`src/pxb_pkg.sv`:
```
package pxb_pkg;
	// device configuration offsets
	localparam logic [7:0] OFF_IDS      = 8'h00;
	localparam logic [7:0] OFF_CLASS    = 8'h08;
	localparam logic [7:0] OFF_BUSNUM   = 8'h18;
	localparam logic [7:0] OFF_MEMWIN   = 8'h20;
	localparam logic [7:0] OFF_CAPPTR   = 8'h34;
	localparam logic [7:0] OFF_PREFETCH = 8'h40;
	localparam logic [7:0] OFF_PCIX     = 8'h80;
	localparam logic [7:0] OFF_LEGACY   = 8'h98;
	localparam logic [7:0] OFF_PCIECAP  = 8'ha0;
	localparam logic [7:0] OFF_STRAPST  = 8'hc0;
	// fields
	localparam int VI_EN_BIT  = 26;
	localparam int UPTC_LSB   = 27;
	localparam int LEGACY_BIT = 0;
	localparam int SUBDEC_BIT = 1;
	localparam int FMT_4DW_BIT  = 0;
	localparam int FMT_DATA_BIT = 1;
	localparam logic [7:0] BASE_CLASS   = 8'h06;
	localparam logic [7:0] SUB_CLASS    = 8'h04;
	localparam logic [7:0] PROGIF_NOSUB = 8'h00;
	localparam logic [7:0] PROGIF_SUB   = 8'h01;
	localparam logic [7:0] CAP_ID_PCIX  = 8'h07;
	localparam logic [7:0] CAP_ID_PCIE  = 8'h10;
	localparam logic [3:0] CAP_VER      = 4'h1;
	localparam logic [2:0] TC_ZERO      = 3'h0;
	localparam logic [2:0] UPTC_RESET   = 3'h1;
	localparam logic [1:0] STRAP_CLKPM  = 2'h0;
	// packet types
	localparam logic [4:0] TYPE_MEM  = 5'h00;
	localparam logic [4:0] TYPE_IO   = 5'h02;
	localparam logic [4:0] TYPE_CFG0 = 5'h04;
	localparam logic [4:0] TYPE_CFG1 = 5'h05;
	localparam logic [1:0] MSG_GRP   = 2'h2;
	localparam logic [1:0] AS_GRP    = 2'h3;
	localparam int PAYLOAD_MAX_DW = 64;
	localparam int LEN_W = 10;
	typedef enum logic [1:0] {
		ROUTE_ADDR = 2'h0,
		ROUTE_ID   = 2'h1,
		ROUTE_IMPL = 2'h2,
		ROUTE_NONE = 2'h3
	} pxb_route_t;
	typedef enum logic [1:0] {
		LIFE_HELD = 2'h1,
		LIFE_RUN  = 2'h2
	} pxb_life_t;
	// host command port offsets
	localparam logic [7:0] H_CTRL    = 8'h00;
	localparam logic [7:0] H_CFGADDR = 8'h04;
	localparam logic [7:0] H_CFGDATA = 8'h08;
	localparam logic [7:0] H_CFGREAD = 8'h0c;
	localparam logic [7:0] H_TLPHDR  = 8'h10;
	localparam logic [7:0] H_TLPADDR = 8'h14;
	localparam logic [7:0] H_TLPBUS  = 8'h18;
	localparam logic [7:0] H_TLPSEND = 8'h1c;
	localparam logic [7:0] H_STATUS  = 8'h20;
endpackage

```
`src/pxb_if.sv`:
```
`timescale 1ns/1ns
interface pxb_if;
	import pxb_pkg::*;
	logic             fundamentalResetN;
	logic             modeSelectZero;
	logic             modeSelectOne;
	logic             cfgWr;
	logic             cfgRd;
	logic [7:0]       cfgAddr;
	logic [31:0]      cfgWdata;
	logic [31:0]      cfgRdata;
	logic             cfgRvalid;
	logic             tlpValid;
	logic [1:0]       tlpFmt;
	logic [4:0]       tlpType;
	logic [2:0]       tlpTc;
	logic [LEN_W-1:0] tlpLen;
	logic [31:0]      tlpAddr;
	logic [7:0]       tlpBus;
	logic             respValid;
	logic             respFwd;
	logic             respMalformed;
	logic [1:0]       respRoute;
	logic [2:0]       respMsgDest;
	logic             respHdr4dw;
	logic             respHasData;
	modport dev (
		input  fundamentalResetN, modeSelectZero, modeSelectOne,
		input  cfgWr, cfgRd, cfgAddr, cfgWdata,
		output cfgRdata, cfgRvalid,
		input  tlpValid, tlpFmt, tlpType, tlpTc, tlpLen, tlpAddr, tlpBus,
		output respValid, respFwd, respMalformed, respRoute, respMsgDest,
		output respHdr4dw, respHasData
	);
	modport host (
		output fundamentalResetN, modeSelectZero, modeSelectOne,
		output cfgWr, cfgRd, cfgAddr, cfgWdata,
		input  cfgRdata, cfgRvalid,
		output tlpValid, tlpFmt, tlpType, tlpTc, tlpLen, tlpAddr, tlpBus,
		input  respValid, respFwd, respMalformed, respRoute, respMsgDest,
		input  respHdr4dw, respHasData
	);
endinterface

```
`src/pxb_bridge_dev.sv`:
```
// Notes on behaviour
// board holds both mode selects low, stable
// second mode select low: sample request straps
// zero straps: clock power management, two devices
// straps latched once, held until next reset
// class code reports bridge, PCI-to-PCI subclass
// programming interface 00h none, 01h subtractive; code picks 01h from the legacy bit, not from subtractive enable
// legacy bit forwards all memory, I/O
// type-1 configuration still checks bus range
// legacy hides PCI-X/PCIe capabilities, reads zero
// subtractive enable claims PCI cycles outside window
// config reachable by link config requests
// upstream root complex, downstream PCI devices
// format bits give header size, data
// payload one to sixty-four doublewords
// address, ID or implicit routing by type
// message destination from type low bits
// baseline messages use traffic class zero
// advanced-switching messages not implemented
// virtual isochronous off at reset, bit 26
// control bits choose upstream traffic class 1-7
// nonzero class cfg/io/message is malformed
// memory packets always converted regardless isochronous
// capability version 1h in version field
//
// Our own choices: the address map and the plain strobed port.
`timescale 1ns/1ns
module pxb_bridge_dev
	import pxb_pkg::*;
#(
	parameter logic [15:0] VENDOR_ID      = 16'h0abc,
	parameter logic [15:0] DEVICE_ID      = 16'h0123,
	parameter logic [7:0]  REVISION_ID    = 8'h00,
	parameter int          MAX_PAYLOAD_DW = PAYLOAD_MAX_DW
)(
	input  wire logic        clk,
	input  wire logic        rst,
	pxb_if.dev               link,
	input  wire logic [1:0]  reqStrapPins,
	input  wire logic        pciCycValid,
	input  wire logic [31:0] pciCycAddr,
	output logic             clkPmEnable,
	output logic             twoDeviceLimit,
	output logic             legacyMode,
	output logic             viEnable,
	output logic [2:0]       upstreamTc,
	output logic             dnForward,
	output logic             dnMalformed,
	output logic             pciClaim
);
	// identity values above are arbitrary
	if (MAX_PAYLOAD_DW < 1 || MAX_PAYLOAD_DW > 1023)
	begin : gBadPayload
		$error("MAX_PAYLOAD_DW out of range");
	end
	localparam logic [LEN_W-1:0] MAX_LEN = LEN_W'(MAX_PAYLOAD_DW);
	typedef struct packed {
		logic [3:0]       sync1;
		logic [3:0]       sync2;
		pxb_life_t        life;
		logic [1:0]       strapVal;
		logic             clkPm;
		logic             legacy;
		logic             subDec;
		logic             viEn;
		logic [2:0]       upTc;
		logic [11:0]      memBase;
		logic [11:0]      memLimit;
		logic [7:0]       priBus;
		logic [7:0]       secBus;
		logic [7:0]       subBus;
		logic [15:0]      pcixHi;
		logic [31:0]      cfgRdata;
		logic             cfgRvalid;
		logic             respValid;
		logic             respFwd;
		logic             respMal;
		logic [1:0]       respRoute;
		logic [2:0]       respDest;
		logic             respHdr4;
		logic             respData;
		logic             dnFwd;
		logic             dnMal;
		logic             claim;
	} pxb_dev_state_t;

	localparam pxb_dev_state_t DEV_INIT =
		'{life: LIFE_HELD, upTc: UPTC_RESET, memBase: 12'hfff, default: '0};
	pxb_dev_state_t s;
	pxb_dev_state_t next_s;
	logic       perstN;
	logic       modeOne;
	logic [1:0] strapNow;
	assign perstN   = s.sync2[3];
	assign modeOne  = s.sync2[2];
	assign strapNow = s.sync2[1:0];
	always_comb
	begin
		logic [31:0] rd;
		logic        hasData;
		logic        isMem;
		logic        isIo;
		logic        isCfg0;
		logic        isCfg1;
		logic        isMsg;
		logic        isAs;
		logic        lenOk;
		logic        tcBad;
		logic        bad;
		logic        inWin;
		logic        fwd;
		pxb_route_t  route;
		rd = '0;
		fwd = 1'b0;
		next_s = s;
		next_s.sync1 = {link.fundamentalResetN, link.modeSelectOne, reqStrapPins};
		next_s.sync2 = s.sync1;
		next_s.cfgRvalid = 1'b0;
		next_s.respValid = 1'b0;
		next_s.dnFwd = 1'b0;
		next_s.dnMal = 1'b0;
		next_s.claim = 1'b0;
		hasData = link.tlpFmt[FMT_DATA_BIT];
		isMem   = link.tlpType[4:1] == TYPE_MEM[4:1];
		isIo    = link.tlpType == TYPE_IO;
		isCfg0  = link.tlpType == TYPE_CFG0;
		isCfg1  = link.tlpType == TYPE_CFG1;
		isMsg   = link.tlpType[4:3] == MSG_GRP;
		isAs    = link.tlpType[4:3] == AS_GRP;
		if (isMem || isIo)
			route = ROUTE_ADDR;
		else if (isCfg0 || isCfg1)
			route = ROUTE_ID;
		else if (isMsg)
			route = ROUTE_IMPL;
		else
			route = ROUTE_NONE;
		lenOk = !hasData || (link.tlpLen != '0 && link.tlpLen <= MAX_LEN);
		tcBad = !isMem && link.tlpTc != TC_ZERO;
		bad   = !lenOk || tcBad || isAs || route == ROUTE_NONE;
		inWin = link.tlpAddr[31:20] >= s.memBase && link.tlpAddr[31:20] <= s.memLimit;
		if (isMem)
			fwd = s.legacy || inWin;
		else if (isIo)
			fwd = s.legacy;
		else if (isCfg1)
			fwd = link.tlpBus >= s.secBus && link.tlpBus <= s.subBus;
		else
			fwd = 1'b0;
		fwd = fwd && !bad;
		unique case (link.cfgAddr)
			OFF_IDS: rd = {DEVICE_ID, VENDOR_ID};
			OFF_CLASS:
				rd = {BASE_CLASS, SUB_CLASS, s.legacy ? PROGIF_SUB : PROGIF_NOSUB, REVISION_ID};
			OFF_BUSNUM: rd = {8'h00, s.subBus, s.secBus, s.priBus};
			OFF_MEMWIN: rd = {s.memLimit, 4'h0, s.memBase, 4'h0};
			OFF_CAPPTR: rd = s.legacy ? 32'h0 : {24'h0, OFF_PCIX};
			OFF_PREFETCH:
			begin
				rd[VI_EN_BIT] = s.viEn;
				rd[UPTC_LSB +: 3] = s.upTc;
			end
			OFF_PCIX: rd = s.legacy ? 32'h0 : {s.pcixHi, OFF_PCIECAP, CAP_ID_PCIX};
			OFF_PCIECAP:
				rd = s.legacy ? 32'h0 : {12'h0, CAP_VER, 8'h00, CAP_ID_PCIE};
			OFF_LEGACY:
			begin
				rd[LEGACY_BIT] = s.legacy;
				rd[SUBDEC_BIT] = s.subDec;
			end
			OFF_STRAPST: rd = {29'h0, s.clkPm, s.strapVal};
			default: rd = '0;
		endcase
		unique case (s.life)
			LIFE_HELD:
				if (perstN)
				begin
					next_s.life = LIFE_RUN;
					if (!modeOne)
					begin
						next_s.strapVal = strapNow;
						next_s.clkPm = strapNow == STRAP_CLKPM;
					end
				end
			LIFE_RUN:
			begin
				if (link.cfgRd)
				begin
					next_s.cfgRdata = rd;
					next_s.cfgRvalid = 1'b1;
				end
				if (link.cfgWr)
				begin
					unique case (link.cfgAddr)
						OFF_PREFETCH:
						begin
							next_s.viEn = link.cfgWdata[VI_EN_BIT];
							if (link.cfgWdata[UPTC_LSB +: 3] != TC_ZERO)
								next_s.upTc = link.cfgWdata[UPTC_LSB +: 3];
						end
						OFF_LEGACY:
						begin
							next_s.legacy = link.cfgWdata[LEGACY_BIT];
							next_s.subDec = link.cfgWdata[SUBDEC_BIT];
						end
						OFF_BUSNUM:
						begin
							next_s.priBus = link.cfgWdata[7:0];
							next_s.secBus = link.cfgWdata[15:8];
							next_s.subBus = link.cfgWdata[23:16];
						end
						OFF_MEMWIN:
						begin
							next_s.memBase = link.cfgWdata[15:4];
							next_s.memLimit = link.cfgWdata[31:20];
						end
						OFF_PCIX:
							if (!s.legacy)
								next_s.pcixHi = link.cfgWdata[31:16];
						default: next_s.pcixHi = s.pcixHi;
					endcase
				end
				if (link.tlpValid)
				begin
					next_s.respValid = 1'b1;
					next_s.respFwd = fwd;
					next_s.respMal = bad;
					next_s.respRoute = route;
					next_s.respDest = link.tlpType[2:0];
					next_s.respHdr4 = link.tlpFmt[FMT_4DW_BIT];
					next_s.respData = hasData;
					next_s.dnFwd = fwd;
					next_s.dnMal = bad;
				end
				if (pciCycValid && s.subDec && !(pciCycAddr[31:20] >= s.memBase
					&& pciCycAddr[31:20] <= s.memLimit))
					next_s.claim = 1'b1;
			end
		endcase

		if (!perstN)
		begin
			next_s = DEV_INIT;
			next_s.sync1 = {link.fundamentalResetN, link.modeSelectOne, reqStrapPins};
			next_s.sync2 = s.sync1;
		end
	end
	always_ff @(posedge clk or posedge rst)
	begin
		if (rst)
			s <= DEV_INIT;
		else
			s <= next_s;
	end
	assign link.cfgRdata      = s.cfgRdata;
	assign link.cfgRvalid     = s.cfgRvalid;
	assign link.respValid     = s.respValid;
	assign link.respFwd       = s.respFwd;
	assign link.respMalformed = s.respMal;
	assign link.respRoute     = s.respRoute;
	assign link.respMsgDest   = s.respDest;
	assign link.respHdr4dw    = s.respHdr4;
	assign link.respHasData   = s.respData;
	assign clkPmEnable    = s.clkPm;
	assign twoDeviceLimit = s.clkPm;
	assign legacyMode     = s.legacy;
	assign viEnable       = s.viEn;
	assign upstreamTc     = s.upTc;
	assign dnForward      = s.dnFwd;
	assign dnMalformed    = s.dnMal;
	assign pciClaim       = s.claim;
endmodule

```
`src/flat_wrapper.sv`:
```
// flat-port wrapper written by rule: the top's interface ports become plain ports
module pxb_bridge_dev_flat import pxb_pkg::*;
#(
	parameter logic [15:0] VENDOR_ID      = 16'h0abc,
	parameter logic [15:0] DEVICE_ID      = 16'h0123,
	parameter logic [7:0]  REVISION_ID    = 8'h00,
	parameter int          MAX_PAYLOAD_DW = PAYLOAD_MAX_DW
)
  (clk, rst, reqStrapPins, pciCycValid, pciCycAddr, clkPmEnable, twoDeviceLimit, legacyMode, viEnable, upstreamTc, dnForward, dnMalformed, pciClaim, link_fundamentalResetN, link_modeSelectZero, link_modeSelectOne, link_cfgWr, link_cfgRd, link_cfgAddr, link_cfgWdata, link_cfgRdata, link_cfgRvalid, link_tlpValid, link_tlpFmt, link_tlpType, link_tlpTc, link_tlpLen, link_tlpAddr, link_tlpBus, link_respValid, link_respFwd, link_respMalformed, link_respRoute, link_respMsgDest, link_respHdr4dw, link_respHasData);
  pxb_if link_i ();
  input  wire logic clk;
  input  wire logic rst;
  input  wire logic [1:0] reqStrapPins;
  input  wire logic pciCycValid;
  input  wire logic [31:0] pciCycAddr;
  output logic clkPmEnable;
  output logic twoDeviceLimit;
  output logic legacyMode;
  output logic viEnable;
  output logic [2:0] upstreamTc;
  output logic dnForward;
  output logic dnMalformed;
  output logic pciClaim;
  input wire logic [$bits(link_i.fundamentalResetN)-1:0] link_fundamentalResetN;
  input wire logic [$bits(link_i.modeSelectZero)-1:0] link_modeSelectZero;
  input wire logic [$bits(link_i.modeSelectOne)-1:0] link_modeSelectOne;
  input wire logic [$bits(link_i.cfgWr)-1:0] link_cfgWr;
  input wire logic [$bits(link_i.cfgRd)-1:0] link_cfgRd;
  input wire logic [$bits(link_i.cfgAddr)-1:0] link_cfgAddr;
  input wire logic [$bits(link_i.cfgWdata)-1:0] link_cfgWdata;
  output wire logic [$bits(link_i.cfgRdata)-1:0] link_cfgRdata;
  output wire logic [$bits(link_i.cfgRvalid)-1:0] link_cfgRvalid;
  input wire logic [$bits(link_i.tlpValid)-1:0] link_tlpValid;
  input wire logic [$bits(link_i.tlpFmt)-1:0] link_tlpFmt;
  input wire logic [$bits(link_i.tlpType)-1:0] link_tlpType;
  input wire logic [$bits(link_i.tlpTc)-1:0] link_tlpTc;
  input wire logic [$bits(link_i.tlpLen)-1:0] link_tlpLen;
  input wire logic [$bits(link_i.tlpAddr)-1:0] link_tlpAddr;
  input wire logic [$bits(link_i.tlpBus)-1:0] link_tlpBus;
  output wire logic [$bits(link_i.respValid)-1:0] link_respValid;
  output wire logic [$bits(link_i.respFwd)-1:0] link_respFwd;
  output wire logic [$bits(link_i.respMalformed)-1:0] link_respMalformed;
  output wire logic [$bits(link_i.respRoute)-1:0] link_respRoute;
  output wire logic [$bits(link_i.respMsgDest)-1:0] link_respMsgDest;
  output wire logic [$bits(link_i.respHdr4dw)-1:0] link_respHdr4dw;
  output wire logic [$bits(link_i.respHasData)-1:0] link_respHasData;
  assign link_i.fundamentalResetN = link_fundamentalResetN;
  assign link_i.modeSelectZero = link_modeSelectZero;
  assign link_i.modeSelectOne = link_modeSelectOne;
  assign link_i.cfgWr = link_cfgWr;
  assign link_i.cfgRd = link_cfgRd;
  assign link_i.cfgAddr = link_cfgAddr;
  assign link_i.cfgWdata = link_cfgWdata;
  assign link_cfgRdata = link_i.cfgRdata;
  assign link_cfgRvalid = link_i.cfgRvalid;
  assign link_i.tlpValid = link_tlpValid;
  assign link_i.tlpFmt = link_tlpFmt;
  assign link_i.tlpType = link_tlpType;
  assign link_i.tlpTc = link_tlpTc;
  assign link_i.tlpLen = link_tlpLen;
  assign link_i.tlpAddr = link_tlpAddr;
  assign link_i.tlpBus = link_tlpBus;
  assign link_respValid = link_i.respValid;
  assign link_respFwd = link_i.respFwd;
  assign link_respMalformed = link_i.respMalformed;
  assign link_respRoute = link_i.respRoute;
  assign link_respMsgDest = link_i.respMsgDest;
  assign link_respHdr4dw = link_i.respHdr4dw;
  assign link_respHasData = link_i.respHasData;
  pxb_bridge_dev #(.VENDOR_ID(VENDOR_ID), .DEVICE_ID(DEVICE_ID), .REVISION_ID(REVISION_ID), .MAX_PAYLOAD_DW(MAX_PAYLOAD_DW)) u_core (.clk(clk), .rst(rst), .link(link_i), .reqStrapPins(reqStrapPins), .pciCycValid(pciCycValid), .pciCycAddr(pciCycAddr), .clkPmEnable(clkPmEnable), .twoDeviceLimit(twoDeviceLimit), .legacyMode(legacyMode), .viEnable(viEnable), .upstreamTc(upstreamTc), .dnForward(dnForward), .dnMalformed(dnMalformed), .pciClaim(pciClaim));
endmodule
```
`config.mk`:
```
export PLATFORM = sky130hd
export DESIGN_NAME = pxb_bridge_dev_flat
export DESIGN_NICKNAME = d
export VERILOG_FILES = /design/src/pxb_pkg.sv /design/src/pxb_if.sv /design/src/pxb_bridge_dev.sv /design/src/flat_wrapper.sv
export SDC_FILE = /design/constraint.sdc
export NUM_CORES = 1
export LEC_CHECK = 0
export BUFFER_PORTS_ARGS = -buffer_cell sky130_fd_sc_hd__buf_4
export CAP_MARGIN = 20
export CORE_MARGIN = 5
export CORE_UTILIZATION = 50
export CTS_CLUSTER_DIAMETER = 60
export DETAILED_ROUTE_END_ITERATION = 16
export PLACE_DENSITY = 0.73
export REMOVE_ABC_BUFFERS = 1
export SYNTH_ARGS = -nofsm -noshare
export SYNTH_HDL_FRONTEND = slang
export SYNTH_SLANG_ARGS = --single-unit
```
`constraint.sdc`:
```
create_clock -name clk -period 7.03 [get_ports clk]
set_input_delay 0.703 -clock clk [delete_from_list [all_inputs] [get_ports clk]]
set_output_delay 0.703 -clock clk [all_outputs]
set_load 0.05 [all_outputs]
```
==> summary.txt <==
Run status
  • Outcome: completed

Logic synthesis
  • Number of flops mapped to enable cells by yosys: 0
  • Synthesized cell area: 7490 um^2
  • Cells after Synth: 796
  • Dominant synthesized flop cell: dfrtp_1
  • Synth Area per Inst: 9.41 um^2
  • Synth top area share: 38.4%
  • Adder-Cell Fraction of Synth Area: 10.7%
  • Top cells by area, synth: dfrtp_1 38%, ha_1 11%, nand2_1 7.2%
  • Post-synthesis mux area share: 1.07%
  • Area leader, netlist: dfrtp_1
  • Synth cell types: 55
  • Sequential area share after synthesis: 43.3%
  • Simple-gate portion of the synthesized area: 15.6%
  • #FFs+latches synth: 129
  • Xor/xnor share of the synthesized area: 0.234%
  • Synth Area in Compound Gates: 19.9%
  • Asr flop ratio synth: 100%
  • Largest family of logic cells by synthesized area: compound AO/OA/AOI/OAI gates
  • Yosys warns: 0

STA
  • Worst hold slack: 0.346 ns
  • Clock Skew: 0.00608 ns
  • Fin. max-slew vios: 0
  • RSZ-0062 raised after global routing: no
  • Slew margin rel.: 24.2%
  • Final hold vios: 0
  • Fin crit period: 3.21 ns
  • F_max: 312 MHz
  • Final period util: 45.6%
  • Worst-Margin Slew: 1.13 ns
  • Final setup vio count: 0
  • Post-route setup TNS: 0 ns

Die
  • Ports: 196
  • Horiz. Die Dim: 132 um
  • Total die area: 17500 um^2
  • Core box area: 14600 um^2
  • Cell Rows: 44
  • Die Ht: 132 um
  • Initial Util: 51.3%

Critical path
  • CP endpoint kind: flip-flop
  • CP Class: in2reg
  • R2r endpoint: u_core.link.respFwd
  • Worst EP arrival: 3.55 ns
  • Max Fanout on Critical Path: 19
  • Reg-to-Reg Start: u_core.s[98]
  • Cells along the critical path: buf_4, or4_1, or3_4, nor3_4, buf_16, and3_1, nand3_1, a21boi_0
  • CP startpoint: link_cfgAddr[1]
  • CP Launch Type: input pin
  • Worst-case reg-to-reg path depth: 7
  • Worst Path Required: 7.37 ns
  • Worst R2R Setup Slack: 4.41 ns
  • CP max-delay cell: or4_1
  • Setup crit end: u_core.s[61]
  • Crit-path max cell delay: 0.68 ns

Power
  • Pint: 1.31 mW
  • Switching Share: 24.1%
  • Static leakage: 4.20 nW
  • Clock power share: 47.2%
  • Sequential Power Share: 43.6%
  • Switching Power: 0.417 mW
  • Max VDD drop: 198 uV
  • Logic gate share of total power: 9.2%
  • Pwr/cell area: 191 nW/um^2

Finish
  • Ant. Diodes: 0
  • Fraction of layout cells with a size suffix above 1: 23.6%
  • Final net count: 1105
  • Post-layout util: 61.9%
  • Final instance area: 9020 um^2
  • Layout area overhead: 20.5%

Routing
  • Avg Vias per Cell: 5.71
  • Routed len/inst: 18.6 um
  • First-pass iteration count of the detailed router: 5
  • Post-route ant nets: 0
  • Via count: 6256
  • Initial DRC count: 658
  • DRT Wirelength: 20400 um
  • Detailed-route DRC error count: 0

GRT
  • GRT Total Usage: 23.6%
  • Met2 usage: 37.2%
  • Total grt overflow: 0
  • Vias in the first global route: 6172
  • Initial antenna violation count: 0
  • Largest net degree at the start of global routing: 79
  • Met1 GRT Util: 32.5%
  • Grt met3 use: 6.03%
  • Busiest layer in global routing: met2
  • First-pass GRT wire length: 32900 um

Clock network
  • Post-CTS Repair Setup Buffers: 0
  • Post-CTS resize count: 0
  • Inserted Clock Buffers: 17
  • H-Tree Depth: 4
  • Clock Latency Late Sink: 0.42 ns
  • Maximum clock path buffer count: 2
  • Reg clk slew, reported paths: 0.06 ns
  • CTS tree: built
  • Root buf cell: clkbuf_16
  • Hold Buf Count CTS: 0
  • TritonCTS Sinks: 129

Job
  • Max Cap Viol: 0

Placement
  • Post-DP Area: 8440 um^2
  • Post-DP HPWL: 14600 um
  • Final Wtd Congestion: 0.883
  • PortBufs: 154

Hold path
  • Worst Hold Class: reg2reg
how the worst min path moves through the flow:
stage / startpoint / end / slack (ns) / cells past startpoint
3_3_place_gp: u_core.s[126] / u_core.s[122] / 0.33 / 0
6_report: u_core.s[127] / u_core.modeOne / 0.35 / 0
4_1_cts: u_core.s[127] / u_core.modeOne / 0.35 / 0
5_1_grt: u_core.s[127] / u_core.modeOne / 0.35 / 0
2_1_floorplan: u_core.s[127] / u_core.modeOne / 0.33 / 0
3_5_place_dp: u_core.s[127] / u_core.modeOne / 0.33 / 0
cell type report:
class	instances	area, um^2
Fill cell	1287	5570
Multi-Input combinational cell	540	3580
Sequential cell	129	3250
Inverter	47	179
Timing Repair Buffer	163	1250
Tap cell	184	230
Clock buffer	21	450
Clock inverter	11	90.1
power by group through the flow:
stage | clock, mW | combinational [mW] | sequential [mW]
floorplan | 0 | 0.0619 | 0.776
global placement | 0 | 0.157 | 0.766
detailed placement | 0 | 0.158 | 0.766
CTS | 0.822 | 0.159 | 0.753
global route | 0.864 | 0.176 | 0.754
finish | 0.815 | 0.158 | 0.753
synth_stat cells, types with 11 or more instances:
cell type and count:
dfstp_2 14, clkbuf_1 21, a21o_1 12, nor2_1 16, nand2_1 144, nor2b_1 15
ha_1 64, inv_1 47, a221oi_1 12, o21ai_0 44, a21boi_1 26, o211ai_1 15
nand3_1 32, dfrtp_1 115, a21boi_0 28, buf_4 46, a21oi_1 26, nand4_1 11
layout by cell type, fill, tap and decap left out, drive strengths merged, types with 6 or more instances in the layout:
| cell type | Yosys | routed |
|---|---|---|
| a21boi | 54 | 54 |
| a21o | 12 | 12 |
| a21oi | 26 | 26 |
| a221oi | 12 | 12 |
| a222oi | 7 | 7 |
| a22o | 8 | 8 |
| a22oi | 7 | 7 |
| buf | 59 | 163 |
| clkbuf | 21 | 21 |
| clkinv | 0 | 6 |
| dfrtp | 115 | 115 |
| dfstp | 14 | 14 |
| ha | 64 | 64 |
| inv | 47 | 47 |
| mux2i | 8 | 8 |
| nand2 | 144 | 144 |
| nand2b | 7 | 7 |
| nand3 | 32 | 32 |
| nand4 | 11 | 11 |
| nor2 | 16 | 16 |
| nor2b | 16 | 16 |
| o211ai | 15 | 15 |
| o21ai | 46 | 46 |
state kept, by name (all words and copies together), names as in the netlist, 2 cells and up:
| signal | cells |
|---|---|
| u_core.s | 75 |
| u_core.link.cfgRdata | 32 |
| u_core.link.respMsgDest | 3 |
| u_core.upstreamTc | 3 |
| u_core.link.respRoute | 2 |
critical path: cells and delay by family:
family | cells | cell delay (ns)
and+or+nand+nor | 5 | 2.34
buffers and inverters | 2 | 0.34
AOI/OAI and AO/OA | 1 | 0.17
stage by stage:
step	setup slack (ns)	cells	power, mW
after CTS	3.33	1093	1.73
after global placement	2.92	1061	0.923
final	3.82	1095	1.73
after global routing	3.71	1095	1.79
after detailed placement	2.88	1061	0.924
after floorplan	2.91	716	0.838
per-layer routing:
layer / part of all wire [%] / up-vias
met5: 0 / -
met4: 1.3 / 0
met3: 8.0 / 19
met2: 47 / 268
met1: 43 / 2988
li1: - / 2981
logic make-up after synthesis:
group | count (synthesis)
adder cells (fa/ha/maj) | 64
buffers and inverters | 127
flip-flops | 129
multiplexers | 8
AO/OA/AOI/OAI | 214
AND/OR/NAND/NOR | 252
XOR/XNOR | 2
(Power assumes the default switching activity.)
